===== config.mk =====
export PLATFORM = sky130hd
export DESIGN_NAME = pst_steering
export DESIGN_NICKNAME = d
export VERILOG_FILES = /design/src/common/pst_pkg.sv /design/src/verilog/pst_steering.sv
export VERILOG_INCLUDE_DIRS = /design/src /design/src/common
export SDC_FILE = /design/constraint.sdc
export NUM_CORES = 1
export LEC_CHECK = 0
export BUFFER_PORTS_ARGS = -buffer_cell sky130_fd_sc_hd__buf_2
export CELL_PAD_IN_SITES_DETAIL_PLACEMENT = 0
export CELL_PAD_IN_SITES_GLOBAL_PLACEMENT = 1
export CORE_ASPECT_RATIO = 1.1
export CORE_MARGIN = 10
export CORE_UTILIZATION = 33
export DETAILED_ROUTE_END_ITERATION = 10
export GPL_ROUTABILITY_DRIVEN = 0
export PLACE_DENSITY = 0.86
export RECOVER_POWER = 25
export SYNTH_ARGS = -nofsm -noshare
export SYNTH_HDL_FRONTEND = slang
export SYNTH_SLANG_ARGS = --single-unit

===== constraint.sdc =====
create_clock -name i_core_clk -period 2.1 [get_ports i_core_clk]
set_clock_uncertainty 0.1 [all_clocks]
set_input_delay 0.105 -clock i_core_clk [delete_from_list [all_inputs] [get_ports i_core_clk]]
set_output_delay 0.105 -clock i_core_clk [all_outputs]
set_load 0.05 [all_outputs]

===== src/common/pst_defs.svh =====
// Offsets, field positions, reset values and timing counts of the PWM steering block.
// Assumes an APB slave with 32-bit data and word-aligned registers.
`ifndef PST_DEFS_SVH
`define PST_DEFS_SVH

`define PST_OFF_STEER_CTRL 12'h000
`define PST_OFF_UNIT_CFG 12'h004
`define PST_OFF_DEAD_BAND 12'h008
`define PST_OFF_STATUS 12'h00c

`define PST_STEER_RESET 5'h01
`define PST_UNIT_RESET 6'h00
`define PST_DB_RESET 7'h00

`define PST_BIT_SYNC 4
`define PST_MODE_PWM 2'h3
`define PST_CFG_SINGLE 2'h0

`define PST_CLK_NS 10
`define PST_TOSC_NS 10
`define PST_INSTR_CYC 4

`endif


===== src/common/pst_pkg.sv =====
// Types shared by the PWM steering block.
// Assumes pst_defs.svh is included by users that need the numbers.
package pst_pkg;
    typedef struct packed {
        logic sync;
        logic [3:0] enable;
    } pst_steer_t;

    typedef struct packed {
        logic [1:0] config_sel;
        logic [3:0] mode_sel;
    } pst_unit_t;

    typedef enum logic [1:0] {
        PST_DB_IDLE,
        PST_DB_WAIT,
        PST_DB_ACTIVE
    } pst_db_state_t;
endpackage


===== src/verilog/pst_steering.sv =====
// PWM output steering with polarity, sync update and dead-band delay, APB registers.
// Assumes i_pwm_raw and i_period_start come from core-clock logic; i_port_data likewise.
`timescale 1ns/1ns
`include "pst_defs.svh"

// How it works
// - Enabled outputs carry PWM with selected polarity.
// - Disabled outputs return to port data.
// - Steering only in PWM mode, single output.
// - Active edges delayed by dead-band instruction cycles.
module pst_steering (
    input wire logic i_core_clk, // System clock, 100 MHz.
    input wire logic i_sys_rst, // Synchronous reset, active high.
    input wire logic i_psel, // APB select.
    input wire logic i_penable, // APB enable.
    input wire logic i_pwrite, // APB write.
    input wire logic [11:0] i_paddr, // APB byte address.
    input wire logic [31:0] i_pwdata, // APB write data.
    input wire logic i_pwm_raw, // PWM waveform from the duty generator.
    input wire logic i_period_start, // One-cycle pulse at each PWM period start.
    input wire logic [3:0] i_port_data, // General-purpose port levels for pins A to D.
    output logic o_pready, // APB ready.
    output logic o_pslverr, // APB error on unmapped address.
    output logic [31:0] o_prdata, // APB read data.
    output logic [3:0] o_pwm_out // Pins D..A.
);
    localparam int TOSC_PER_INSTR = `PST_INSTR_CYC * `PST_TOSC_NS;
    localparam int INSTR_CLKS_I = (TOSC_PER_INSTR + `PST_CLK_NS - 1) / `PST_CLK_NS;
    localparam logic [2:0] INSTR_CLKS = 3'(INSTR_CLKS_I);

    pst_pkg::pst_steer_t steer_reg, steer_next;
    pst_pkg::pst_steer_t active_reg;
    pst_pkg::pst_unit_t unit_reg;
    logic [6:0] db_reg;
    pst_pkg::pst_db_state_t db_state_reg, db_state_next;
    logic [6:0] db_cnt_reg, db_cnt_next;
    logic [2:0] presc_reg;
    logic pwm_prev_reg;
    logic delayed_reg, delayed_next;
    logic pending_reg;
    logic [3:0] out_next;
    logic [31:0] rdata_next;

    wire logic access = i_psel && i_penable;
    wire logic sel_steer = (i_paddr == `PST_OFF_STEER_CTRL);
    wire logic sel_unit = (i_paddr == `PST_OFF_UNIT_CFG);
    wire logic sel_db = (i_paddr == `PST_OFF_DEAD_BAND);
    wire logic sel_stat = (i_paddr == `PST_OFF_STATUS);
    wire logic mapped = sel_steer || sel_unit || sel_db || sel_stat;
    wire logic wr_steer = access && i_pwrite && sel_steer;
    wire logic wr_unit = access && i_pwrite && sel_unit;
    wire logic wr_db = access && i_pwrite && sel_db;
    wire logic instr_tick = (presc_reg == INSTR_CLKS - 3'h1);
    wire logic steer_mode = (unit_reg.mode_sel[3:2] == `PST_MODE_PWM)
        && (unit_reg.config_sel == `PST_CFG_SINGLE);
    wire logic pwm_rise = i_pwm_raw && !pwm_prev_reg;
    wire logic pol_high = !unit_reg.mode_sel[1];
    wire logic apply_now = steer_reg.sync ? i_period_start : instr_tick;
    wire logic pwm_level = pol_high ? delayed_reg : !delayed_reg;

    assign steer_next = wr_steer ? pst_pkg::pst_steer_t'(i_pwdata[4:0]) : steer_reg;

    // Active edges wait db_reg instruction cycles; inactive edges pass at once.
    always_comb begin
        db_state_next = db_state_reg;
        db_cnt_next = db_cnt_reg;
        delayed_next = delayed_reg;
        unique case (db_state_reg)
            pst_pkg::PST_DB_IDLE: begin
                if (pwm_rise && db_reg == 7'h00) begin
                    delayed_next = 1'b1;
                    db_state_next = pst_pkg::PST_DB_ACTIVE;
                end else if (pwm_rise) begin
                    db_cnt_next = db_reg;
                    db_state_next = pst_pkg::PST_DB_WAIT;
                end
            end
            pst_pkg::PST_DB_WAIT: begin
                if (!i_pwm_raw) begin
                    db_state_next = pst_pkg::PST_DB_IDLE;
                end else if (instr_tick && db_cnt_reg == 7'h01) begin
                    delayed_next = 1'b1;
                    db_state_next = pst_pkg::PST_DB_ACTIVE;
                end else if (instr_tick) begin
                    db_cnt_next = db_cnt_reg - 7'h01;
                end
            end
            pst_pkg::PST_DB_ACTIVE: begin
                if (!i_pwm_raw) begin
                    delayed_next = 1'b0;
                    db_state_next = pst_pkg::PST_DB_IDLE;
                end
            end
        endcase
    end

    // Each pin takes the shaped PWM when steered, else its port level.
    generate
        for (genvar i = 0; i < 4; i++) begin : g_pin
            assign out_next[i] = (steer_mode && active_reg.enable[i])
                ? pwm_level : i_port_data[i];
        end
    endgenerate

    always_comb begin
        rdata_next = 32'h0000_0000;
        if (sel_steer) begin
            rdata_next[4:0] = steer_reg;
        end else if (sel_unit) begin
            rdata_next[5:0] = unit_reg;
        end else if (sel_db) begin
            rdata_next[6:0] = db_reg;
        end else if (sel_stat) begin
            rdata_next[4:0] = active_reg;
            rdata_next[5] = steer_mode;
            rdata_next[6] = pending_reg;
        end
    end

    always_ff @(posedge i_core_clk) begin
        if (i_sys_rst) begin
            steer_reg <= `PST_STEER_RESET;
            unit_reg <= `PST_UNIT_RESET;
            db_reg <= `PST_DB_RESET;
        end else begin
            steer_reg <= steer_next;
            if (wr_unit) begin
                unit_reg <= i_pwdata[5:0];
            end
            if (wr_db) begin
                db_reg <= i_pwdata[6:0];
            end
        end
    end

    // The working copy of the steering bits follows at the chosen boundary.
    always_ff @(posedge i_core_clk) begin
        if (i_sys_rst) begin
            active_reg <= `PST_STEER_RESET;
            pending_reg <= 1'b0;
        end else if (apply_now) begin
            active_reg <= steer_reg;
            pending_reg <= wr_steer;
        end else begin
            pending_reg <= wr_steer || pending_reg;
        end
    end

    always_ff @(posedge i_core_clk) begin
        if (i_sys_rst) begin
            presc_reg <= 3'h0;
            db_state_reg <= pst_pkg::PST_DB_IDLE;
            db_cnt_reg <= 7'h00;
            delayed_reg <= 1'b0;
            pwm_prev_reg <= 1'b0;
        end else begin
            presc_reg <= instr_tick ? 3'h0 : presc_reg + 3'h1;
            db_state_reg <= db_state_next;
            db_cnt_reg <= db_cnt_next;
            delayed_reg <= delayed_next;
            pwm_prev_reg <= i_pwm_raw;
        end
    end

    always_ff @(posedge i_core_clk) begin
        if (i_sys_rst) begin
            o_pready <= 1'b0;
            o_pslverr <= 1'b0;
            o_prdata <= 32'h0000_0000;
            o_pwm_out <= 4'h0;
        end else begin
            o_pready <= i_psel && !i_penable;
            o_pslverr <= i_psel && !i_penable && !mapped;
            o_prdata <= rdata_next;
            o_pwm_out <= out_next;
        end
    end
endmodule


### Yosys cells after proc, flatten, opt, wreduce, memory -nomap -nowiden

Cells that the tools add are included.

| word-level totals | value |
|---|---|
| register bits | 76 |
| output and inout bits | 38 |
| word-level logic and storage cells | 102 |

| cells by class | value |
|---|---|
| add/subtract/negate cells | 2 |
| equality and inequality tests | 18 |
| mux-type cells | 28 |
| reduce and logical (&&, ||, !) cells | 34 |

Operators with widths:

| kind | number |
|---|---|
| $mux W7 | 7 |
| $eq A12 B4 Y1 const B | 2 |
| $ne A2 B2 Y1 const B | 8 |
| $logic_and A1 B1 Y1 | 15 |
| $pmux W7 S2 | 1 |
| $eq A12 B3 Y1 const B | 1 |
| $logic_not A12 Y1 | 1 |
| $mux W1 | 11 |
| $mux W2 | 5 |
| $eq A7 B1 Y1 const B | 1 |
| $logic_not A7 Y1 | 1 |
| $sub A7 B1 Y7 const B | 1 |
| $mux W6 | 1 |
| $ne A3 B3 Y1 const B | 2 |
| $pmux W2 S3 | 1 |
| $reduce_and A6 Y1 | 1 |
| $mux W5 | 1 |
| $eq A2 B2 Y1 const B | 2 |
| $logic_not A1 Y1 | 4 |
| $logic_not A2 Y1 | 2 |
| $logic_or A1 B1 Y1 | 4 |
| $reduce_and A4 Y1 | 1 |
| $reduce_or A2 Y1 | 2 |
| $add A3 B1 Y3 const B | 1 |
| other kinds (6) | 6 |

### Longest topological paths before layout

Gate-level depths: netlist of run 1.

| depth | value |
|---|---|
| depth in word-level cells | 6 |
| gate-level depth with buffers | 8 |
| mapped depth without buffers | 6 |

### Worst setup path before layout of run 1

OpenSTA, ideal clock, no wires.

| timing | value |
|---|---|
| kind | reg2reg |
| start point | reg db_state_reg[1] |
| end point | reg db_cnt_reg[5] |
| setup time | 0.117 ns |
| data arrival time | 1.807 ns |
| data required time | 1.883 ns |
| path slack | 0.076 ns |
| stages on the path, launching flop included | 7 |
| buffers on the path | 1 |
| clock period less this slack | 2.024 ns |
| cells stage by stage | dfxtp_1 -> inv_1 -> ha_1 -> clkbuf_2 -> a221o_1 -> or4_1 -> a32o_1 |

| between the ends | value |
|---|---|
| longest elaborated chain between the ends | 3 |
| elaborated cells on any way between the ends | 10 |

Ends and longest elaborated chain:

| item | RTL line | source |
|---|---|---|
| start: declaration | pst_steering.sv:35 | `pst_pkg::pst_db_state_t db_state_reg, db_state_next;` |
| start signal: assignment | pst_steering.sv:152 | `db_state_reg <= pst_pkg::PST_DB_IDLE;` |
| start signal: assignment | pst_steering.sv:158 | `db_state_reg <= db_state_next;` |
| $eq A2 B1 Y1 / $logic_not A2 Y1 (equally long branches) | pst_steering.sv:68 | `unique case (db_state_reg)` |
| $ne A2 B2 Y1 (no line) / $reduce_bool A2 Y1 (equally long branches) | n/a |  |
| $reduce_and A6 Y1 (no line) | n/a |  |
| end signal: assignment | pst_steering.sv:159 | `db_cnt_reg <= db_cnt_next;` |
| end: declaration | pst_steering.sv:36 | `logic [6:0] db_cnt_reg, db_cnt_next;` |

Parallel ways exist; a longest one is shown, timed or not.
A chain may end at the register's enable or synchronous reset.

### Worst setup path in the final report of run 1

| timing | value |
|---|---|
| start point | reg db_state_reg[0] |
| end point | reg db_cnt_reg[5] |

Same word-level chain as after synthesis.

==> results of run 1 <==
==> area by class of cell <==
cell class	count	area share
Multi-Input combinational cell	219	0.445
Inverter	12	0.0141
Clock buffer	5	0.0216
Tap cell	108	0.0424
Timing Repair Buffer	75	0.149
Sequential cell	51	0.320
Clock inverter	3	0.00784
==> layer usage <==
layer	track usage	up-vias	routed length, um	share of wire
met5	0	-	0	0
met4	0.0434	0	140	0.020
met3	0.0349	10	558	0.080
met2	0.173	93	3080	0.44
met1	0.151	1140	3240	0.46
li1	-	1188	-	-
==> timing repair <==
action | in CTS | in global routing
setup endpoints to repair | 0 | 1
hold endpoints to repair | 23 | 1
hold buffers | 13 | 1
resized for setup | 0 | 2
==> layout by cell type (no fill, tap or decap), types with 10 or more instances in the layout <==
cell | synthesis | layout
nor3_1 | 10 | 10
dlygate4sd3_1 | 0 | 14
inv_1 | 11 | 11
clkbuf_1 | 11 | 13
dfxtp_1 | 51 | 50
nor2_1 | 13 | 13
a21oi_1 | 32 | 32
nand3_1 | 20 | 20
conb_1 | 1 | 25
o21ai_0 | 21 | 21
buf_2 | 0 | 29
buf_4 | 26 | 18
==> per-stage QoR <==
step | power (mW) | TNS, ns | setup WS [ns] | hold WS [ns]
2_1_floorplan | 1.82 | 0 | 0.0756 | 0.0880
3_3_place_gp | 1.96 | 0 | 0.0856 | 0.205
3_5_place_dp | 1.98 | 0 | 0.0711 | 0.213
4_1_cts | 2.59 | 0 | 0.0536 | 0.00336
5_1_grt | 2.75 | -0.0201 | -0.0201 | 0.0334
6_report | 2.60 | 0 | 0.0653 | 0.0262
==> worst max-delay path by stage <==
stage,startpoint,to,slack [ns]
after floorplan,db_state_reg[1],db_cnt_reg[5],0.08
after global placement,presc_reg[0],db_cnt_reg[5],0.09
after detailed placement,presc_reg[0],db_cnt_reg[5],0.07
after CTS,presc_reg[0],db_cnt_reg[5],0.05
after global routing,presc_reg[0],db_cnt_reg[5],-0.02
final,db_state_reg[0],db_cnt_reg[5],0.07
==> cells by family (layout without fill, tap and decap cells) <==
family          Yosys count  count (layout)
simple gates             93              93
compound gates           82              82
buf+inv                  54              95
flops                    51              51
mux                      11              11
fa+ha+maj                 7               7
other cells               1              25
xor+xnor                  1               1
==> power groups by stage <==
stage / Combinational, mW / Clock, mW / Sequential, mW
CTS: 0.924 / 0.612 / 1.06
detailed placement: 0.900 / 0 / 1.08
global placement: 0.882 / 0 / 1.08
floorplan: 0.730 / 0 / 1.09
finish: 0.940 / 0.599 / 1.06
global route: 1.03 / 0.657 / 1.06
==> worst max-delay path, cell delays in order (launching register included) <==
cell     delay, ns
dfxtp_1       0.37
inv_1         0.07
ha_1          0.24
a221o_1       0.37
or4_4         0.53
a32o_1        0.26
==> results.txt, run 1 <==
The run finished with clean final reports. The floorplan step defined a die boundary enclosing 12100 um2. Once layout is complete, the cells apart from fillers number 473. For this design the total switching power over the nets is 0.965 mW. During placement, the flow inserted port buffers numbering 42. The HPWL after detailed placement is 5.20 mm. The final count of hold timing violations was 0. The instance area at placement was 2970 um2. The number of flops mapped to enable cells by yosys works out to 0.

The boundary pin count is 93. For the worst setup path, the data required time is 2.22 ns. The number of max-slew violations in the final report was 0. Based on the critical path, the design can be clocked at up to 491 MHz. The simple-gate share of the synthesized area works out to 0.198. The tightest min-delay check is of the in2reg type.

In the synthesized netlist the dominant register cell turns out to be dfxtp_1. The synthesized design contains 51 register bits. Mean area per synthesized cell: 8.91 um2. For the count of fill cells added during filler insertion, the log shows 858. The die is 114 um tall.

The number of antenna violations at the first check in global routing is 0. The endpoint class of the critical path was a flip-flop. The clock group share of total power was 0.231; the area taken by flip-flops and latches was 1020 um2. The critical path in this run is classified as reg2reg.

The tools report the start point of the worst hold path as i_pwm_raw. Across the run, the number of max-cap violations was 0. The startpoint identified for the worst register-to-register timing path is db_state_reg[0]. In the post-synthesis netlist, the biggest area contributors are dfxtp_1 38%, buf_4 7.3%, a21oi_1 6.0%. After technology mapping, the gate count stands at 300.

The largest family of logic cells by synthesized area is simple AND/OR/NAND/NOR gates. The worst reg-to-reg path cell count is 5. The worst slew slack as a fraction of its limit was 0.445; the area of the multi-input gates was 1420 um2. The run gives 51 as the number of clock sinks. The largest total area in the synthesized netlist belongs to dfxtp_1. Entering global routing, the biggest net connects 40 pins. IR analysis of the VDD net gives a maximum drop of 0.000279 V.

The run gives 0.338 as the starting density of the core. Area share of xor/xnor cells in the synthesized design: 0.00328. The net count of the finished layout is 426.

The commonest cells after synthesis are 51 x dfxtp_1, 32 x a21oi_1, 26 x buf_4, 21 x o21ai_0, 20 x nand3_1. The power per unit of standard cell area came out at 814 nW/um2. The proportion of netlist area held by the largest area contributor was 0.382; the final cell area excluding filler cells was 3190 um2.

Setup violations remaining at the end of the flow were counted as 0. The number of violations reported at the end of detailed-routing iteration 0 was 269; the first-pass GRT wire length was 11.6 mm. The number of CTS-inserted buffers was 5; the static leakage was 1.27 nW. For the number of vias after detailed routing, the log shows 2431.

The cell-internal power was 1.63 mW; the count of distinct cell types in the synthesized netlist was 53. The share of synthesized flip-flops with an asynchronous set or reset is 0. STA classifies the critical path startpoint as a flip-flop. The final critical-path share of the clock period was 0.969. The cell area that synthesis handed to floorplanning was 2670 um2. The die width is 106 um, and the number of nets with antenna violations after routing is 0.

The wire length reported by the detailed router is 7.02 mm, and the total setup buffers inserted after CTS is 0. For the utilization after layout, the log shows 0.403. The switching portion of total power came out at 0.372.

The tools report the number of design rule violations left after detail routing as 0. At the worst endpoint, the arrival time is 2.15 ns. For the finished layout, the period the worst path requires is 2.03 ns. The longest clock path from root to sink contains 2 buffers. Along the worst path, the maximum fanout reaches 3.

The layout overhead on the synthesized area came out at 19.4%. The capture endpoint of the worst hold path was pwm_prev_reg. Dividing the detail-routed via count by the number of cells gives 5.14. The average wire length per cell after detail routing is 14.8 um.

The most frequently used cell type in the post-synthesis netlist is dfxtp_1. Number of warning messages in the yosys log: 0. The clock reaches the later pin of the worst-skew pair after 0.32 ns. TritonCTS built the clock tree. The transition time of the tightest slew-check pin is 0.832 ns, and the count of standard-cell rows is 34. Along the worst hold path, the cell count comes to 2. The count of H-tree levels built during CTS was 2; the combinational share of power was 0.362.

The first TritonRoute pass finished after 5 iterations. In this run the standard cell core region covers 7910 um2. Post-synthesis share of cell area spent on full adders, half adders and majority gates: 0.0328. The proportion of layout cells with a drive suffix above 1 was 0.186; the CTS clock-pin slew for the worst setup and hold paths was 0.10 ns. Sequential fraction of the synthesis area: 0.382. The share of total power in sequential cells was 0.407. Clock tree synthesis selected as its root buffer the cell clkbuf_8.

The worst register-to-register path ends at db_cnt_reg[5]. In this run the register-to-register setup slack is 0.07 ns. After global routing the overflow that remains totals 0. The all-layer global routing usage came out at 0.115. The area fraction in compound gates after synthesis is 0.195, and the total placed cells including tap cells is 451. The via count of the first global-routing pass is 2420, and the post-synthesis mux area share is 0.0660. The repair_antennas step left the layout with diodes totalling 0.
Power figures use the tool's default switching activity.
==> inputs of run 2 (changes only) <==
- CORE_ASPECT_RATIO: 1.1 -> 1.4
==> run 2 against run 1 <==
Critical path depth up 1. Sequential share of layout area up 0.42 points. Setup slack better by 0.038 ns. Sequential power about the same. Wire length up 2.1%. Fmax up 1.9%. Final area down 1.3%. Via count down 2.0%. Critical endpoint unchanged.
==> results.txt, run 2 (synthesis gave the netlist of run 1 again) <==
Dividing the detail-routed via count by the number of cells gives 5.18. In this run the cell area measured after placement is 2950 um2. Setup repair after global routing left no endpoint under its margin. For this block, the routed nets add up to 7.16 mm of wire. Global routing finished with a remaining overflow of 0. The worst setup path is of the reg2reg kind. The HPWL reported at the end of detailed placement was 5.48 mm.

The buffer type at the clock tree root was clkbuf_8. The run gives 4 as the number of optimization iterations in the first detailed-route pass. The switching portion of total power works out to 0.365. Buffers placed on the I/O ports in this run total 42.

For the overall die area, the log shows 12100 um2. The tools report the reg-to-reg critical path endpoint as db_cnt_reg[5]. The final critical-path share of the clock period is 0.951, and the insertion delay to the later sink of the worst-skew pair is 0.31 ns. The power per unit of standard cell area is 818 nW/um2, and the worst reg-to-reg path cell count is 6. The run gives 0.000484 V as the worst voltage drop across the vdd grid.

Maximum count of clock buffers along a single path: 2. Setup violations remaining at the end of the flow were counted as 0. The number of cells on the worst hold path is 3, and the number of violations reported at the end of detailed-routing iteration 0 is 118. Dividing the detail-routed wire length by the instance count gives 15.6 um.

The path class of the tightest hold or removal check is in2reg. The run gives 26 as the largest net degree at the start of global routing. The logs give 0.940 mW for the net switching component of the power and 2408 for the via count of the first global-routing pass. The logs give 2.11 ns for the data arrival time of the critical path and 51 for the number of clock sinks.

For the boundary pin count, the log shows 93. Among all stages on the critical path, the largest delay is contributed by or4_4. The combinational share of power came out at 0.363.

The most prevalent standard cell on the critical path was ha_2. The worst setup path is captured at a flip-flop. The routed design could run at a clock period as short as 2.00 ns. The logs give 0.341 for the starting density of the core and 2383 for the number of vias after detailed routing. The static leakage came out at 1.24 nW. The all-layer global routing usage is 0.115, and the number of design rule violations left after detail routing is 0. Relative to the synthesized area, the layout overhead comes to 17.8%. Along the worst path, the maximum fanout reaches 3.

For the count of standard-cell rows, the log shows 38. The repair_antennas step left the layout with diodes totalling 0. For this run, the post-layout net count is 422. The tools report the number of max-slew violations in the final report as 0. The largest single stage delay on the critical path is 0.43 ns. The top cell family by delay on the critical path was compound AO/OA/AOI/OAI gates. The CTS clock-pin slew for the worst setup and hold paths is 0.09 ns.

Share of total power in sequential cells: 0.412. The final count of hold timing violations is 0, and the number of violations of the max-capacitance limit is 0. The run gives 11.3 mm as the first-pass GRT wire length.

The tools report the clock group share of total power as 0.225. The final cell area excluding filler cells was 3150 um2. TritonCTS created 5 clock buffers. The number of nets with antenna violations after routing came out at 0. The tools report the start point of the worst hold path as i_port_data[0]. The internal portion of the total power is 1.64 mW. Timing would allow up to 501 MHz. Total buffers and inverters traversed by the critical path: 1. For hold timing, the worst endpoint is o_pwm_out[0]. The critical path required time was 2.21 ns.

For the worst slew slack as a fraction of its limit, the log shows 0.492. The flow ran to the end, and the final reports show no timing, DRC or antenna violations. The transition time of the tightest slew-check pin is 0.762 ns, and the area of the core is 7850 um2. The critical path goes through ha_2 > ha_2 > inv_1 > a221o_1 > or4_4 > a32o_1. The startpoint identified for the worst register-to-register timing path is presc_reg[0].

TritonCTS built the clock tree. The proportion of layout cells with a drive suffix above 1 works out to 0.186. In this run the horizontal extent of the chip is 96.1 um. STA classifies the critical path startpoint as a flip-flop. CTS built an H-tree with a depth of 2.

The worst register-to-register path has a setup slack of 0.10 ns. The library cell used most frequently in the layout, excluding fill and tap cells, is dfxtp_1. For the number of antenna violations at the first check in global routing, the log shows 0. In the layout the commonest cells are 50 x dfxtp_1, 32 x a21oi_1, 27 x buf_2, 25 x conb_1, 21 x o21ai_0. The vertical die dimension works out to 126 um. Accumulated negative setup slack: 0 ns.
## run 2: metrics by stage
step	hold slack (ns)	utilization	power, mW	instances	worst slack, ns
detailed placement	0.229	0.375	1.97	441	0.0131
global placement	0.221	0.375	1.95	441	0.0586
finish	0.0106	0.401	2.58	460	0.104
floorplan	0.0880	-	1.82	324	0.0756
CTS	0.00323	0.401	2.56	459	0.0346
global route	0.0195	0.401	2.71	460	0.0139
## run 2: area by class of cell
| type | count | area (um2) |
|---|---|---|
| repair buffers | 71 | 439 |
| inverters | 12 | 45.0 |
| clock buffers | 6 | 82.6 |
| fillers | 803 | 4700 |
| well taps | 100 | 125 |
| flip-flops and latches | 51 | 1020 |
| multi-input cells | 219 | 1430 |
| clock inverters | 1 | 5.00 |
## run 2: timing repair
action / in CTS / in global routing
endpoints found under the setup margin: 1 / 1
gates resized for setup: 1 / 5
setup buffers: 0 / 0
hold buffers: 11 / 1
hold endpoints to repair: 19 / 1
pin swaps: 0 / 3
## run 2: tightest hold or removal path, cell delays in order
cell,delay [ns]
buf_2,0.10
a21oi_1,0.11
a311oi_1,0.06
## run 2: power by group through the flow
stage	Sequential, mW	Clock [mW]	Combinational [mW]
2_1_floorplan	1.09	0	0.730
3_3_place_gp	1.08	0	0.874
3_5_place_dp	1.08	0	0.888
4_1_cts	1.06	0.589	0.914
5_1_grt	1.07	0.630	1.01
6_report	1.06	0.581	0.936
## run 2: metal layers
| metal | routed length, um | vias up | global-route usage |
|---|---|---|---|
| li1 | - | 1188 | - |
| met2 | 3830 | 70 | 0.205 |
| met1 | 2890 | 1112 | 0.122 |
| met4 | 156 | 0 | 0.0470 |
| met5 | 0 | - | 0 |
| met3 | 287 | 13 | 0.0295 |
## run 2: worst max-delay path by stage
| stage | from | to | slack (ns) | cells past startpoint |
|---|---|---|---|---|
| after floorplan | db_state_reg[1] | db_cnt_reg[5] | 0.08 | 6 |
| after global placement | db_state_reg[0] | db_cnt_reg[5] | 0.06 | 5 |
| after detailed placement | db_state_reg[0] | db_cnt_reg[5] | 0.01 | 6 |
| after CTS | presc_reg[0] | db_cnt_reg[5] | 0.03 | 6 |
| after global routing | presc_reg[0] | db_cnt_reg[6] | 0.01 | 7 |
| final | presc_reg[0] | db_cnt_reg[5] | 0.10 | 6 |
==> inputs of run 3 (changes only) <==
- CORE_UTILIZATION: 33 -> 36
- PLACE_DENSITY: 0.86 -> 0.89
- clock period: 2.1 -> 2.18 ns (I/O delays scaled with it)
==> run 3 against run 2 <==
Die area is 6.8% lower. Largest power group unchanged. Via count is 1.9% higher. Sequential share of layout area is 0.35 points higher. Setup slack better by 0.017 ns. Non-clock buffer count is 5 lower. Critical endpoint unchanged. Critical path type unchanged.
==> results.txt, run 3 (synthesis gave the netlist of run 1 again) <==
For this design the static power due to leakage is 1.23 nW. The logs give 0.00535 ns for the tightest hold margin and 6 for the number of optimization iterations in the first detailed-route pass. Once routing completed, OpenROAD measured the worst setup slack at 0.120 ns. The wire length reported by the detailed router is 7.02 mm, and the final critical delay including setup and external delays is 2.06 ns. The first routing iteration left 111 violations.

The count of buffers from port buffering is 42. The HPWL reported at the end of detailed placement came out at 5.33 mm. The logs give 0 for the final count of hold timing violations and 2 for the maximum count of clock buffers along a single path. STA classifies the critical path startpoint as a flip-flop. The tools report the worst voltage drop across the vdd grid as 0.000465 V. The final layout contains 417 nets. TritonCTS built the clock tree. The power per unit of standard cell area works out to 830 nW/um2.

The first global-routing pass estimated 11.6 mm of wire. Switching portion of total power: 0.348. The cell sitting at the root of the clock tree is a clkbuf_8. The tool flagged a number of max-cap violations equal to 0. For this run, design rule violations remaining after detail routing come to 0. The boundary pin count was 93. The overall die area came out at 11300 um2.

The library cells used most frequently in the layout, excluding fill and tap cells, are 51 x dfxtp_1, 32 x a21oi_1, 27 x buf_2, 25 x conb_1, 21 x o21ai_0. The run gives 0.404 as the worst slew slack as a fraction of its limit. Setup repair after global routing left no endpoint under its margin. The net switching component of the power was 0.898 mW; the clock group share of total power was 0.264. After routing the design area is 3110 um2. The placed instances occupy a cell area of 2930 um2. The number of max-slew violations in the final report is 0. From left edge to right edge, the die measures 92.8 um. At the pin with the least slew margin, the transition time is 0.894 ns. The endpoint class of the critical path is a flip-flop.

After routing, the total negative slack on setup checks comes to 0 ns. Clock-pin slew was measured on the worst setup and hold paths at 0.10 ns. For the worst-skew pair, the clock arrives at the later sink with an insertion delay of 0.30 ns. The via count of the first global-routing pass is 2507, and the starting density of the core is 0.365. In this run the vertical extent of the chip is 122 um.

The internal power of the cells totals 1.68 mW. The core region is 7310 um2. The number of antenna diodes in the final layout is 0. Detailed routing inserted a total of 2428 vias. Entering global routing, the biggest net connects 27 pins.

The average wire length per cell after detail routing was 15.5 um. The proportion of layout cells with a drive suffix above 1 was 0.166. Worst min-delay path class: in2reg. The number of clock sinks is 51, and the count of fill cells added during filler insertion is 769. Final critical-path share of the clock period: 0.945.

OpenSTA, run right after detailed placement, puts the worst setup slack at 0.136 ns. The detailed route wirelength on metal3 was 278 um; the highest clock frequency the design can meet was 486 MHz. The run gives 0.395 as the share of total power in sequential cells. The count of H-tree levels built during CTS was 2. The run gives 0.341 as the combinational share of power. The number of antenna violations at the first check in global routing came out at 0. The run finished with clean final reports. The logs give 0.123 for the all-layer global routing usage and 0 for the number of nets with antenna violations after routing. Data on the critical path arrives at its endpoint at 2.15 ns. The critical path is of the reg2reg type. For this run the aggregate overflow at the end of global routing stands at 0. The total of endpoints with negative setup slack in the final report was 0; the count of standard-cell rows was 37.

Clock tree synthesis inserted a total of 5 buffers. Along the worst path, the maximum fanout reaches 6. In this run, post-CTS repair resized a total of 0 instances.

The wire length on met2 is 3.73 mm, and the layout overhead on the synthesized area is 16.4%. After detailed routing, the wire length on met1 is 2.79 mm. After detailed routing, the number of vias per cell comes to 5.36.

Data on the critical path is required at its endpoint by 2.27 ns. The library cell used most frequently in the layout, excluding fill and tap cells, is dfxtp_1. Top routing layer in use: met4.
[run 3: changes by cell type in the layout (fill, tap and decap cells not counted), sizes merged]
cell | before | now
dlygate4sd3 | 12 | 9
buf | 44 | 41
clkbuf | 21 | 22
bufinv | 0 | 1
[run 3: per-stage QoR]
stage	utilization	total power, mW	std cells
after floorplan	-	1.75	324
after global placement	0.400	1.88	436
after detailed placement	0.400	1.90	436
after CTS	0.428	2.58	453
after global routing	0.425	2.71	453
final	0.425	2.58	453
[run 3: worst max-delay path, stage by stage (launching register included)]
cell     delay [ns]
dfxtp_1        0.33
inv_1          0.08
ha_1           0.28
o21ai_2        0.10
a221o_1        0.28
or4_1          0.51
a32o_1         0.27
[run 3: layout make-up]
cell class / count / area, um2 / share of cell area
flip-flops and latches: 51 / 1020 / 0.328
repair buffers: 66 / 390 / 0.125
inverters: 12 / 45.0 / 0.0145
clock inverters: 2 / 35.0 / 0.0113
well taps: 97 / 121 / 0.0390
clock buffers: 6 / 82.6 / 0.0265
multi-input cells: 219 / 1420 / 0.455
[run 3: path summary, 6_finish.rpt]
check,to,slack (ns),cells past startpoint,from
worst max-delay path,db_cnt_reg[5],0.12,6,db_state_reg[0]
worst min-delay path,o_pwm_out[3],0.005,3,i_port_data[3]
worst min register to register,presc_reg[0],0.34,1,presc_reg[0]
worst max register to register,db_cnt_reg[5],0.12,6,db_state_reg[0]
[run 3: what timing repair did]
item                      4_1_cts  5_1_grt
buffers inserted                0        0
hold buffers                    9        0
hold endpoints to repair       16        0
[run 3: layer usage]
layer / up-vias / track usage
li1: 1180 / -
met1: 1152 / 0.127
met2: 77 / 0.233
met3: 19 / 0.0234
met4: 0 / 0.0590
met5: - / 0
[run 3: power groups by stage]
stage / clock network [mW] / registers (mW) / logic [mW]
global placement: 0 / 1.04 / 0.841
CTS: 0.692 / 1.02 / 0.871
finish: 0.682 / 1.02 / 0.880
detailed placement: 0 / 1.04 / 0.855
floorplan: 0 / 1.05 / 0.703
global route: 0.715 / 1.03 / 0.968
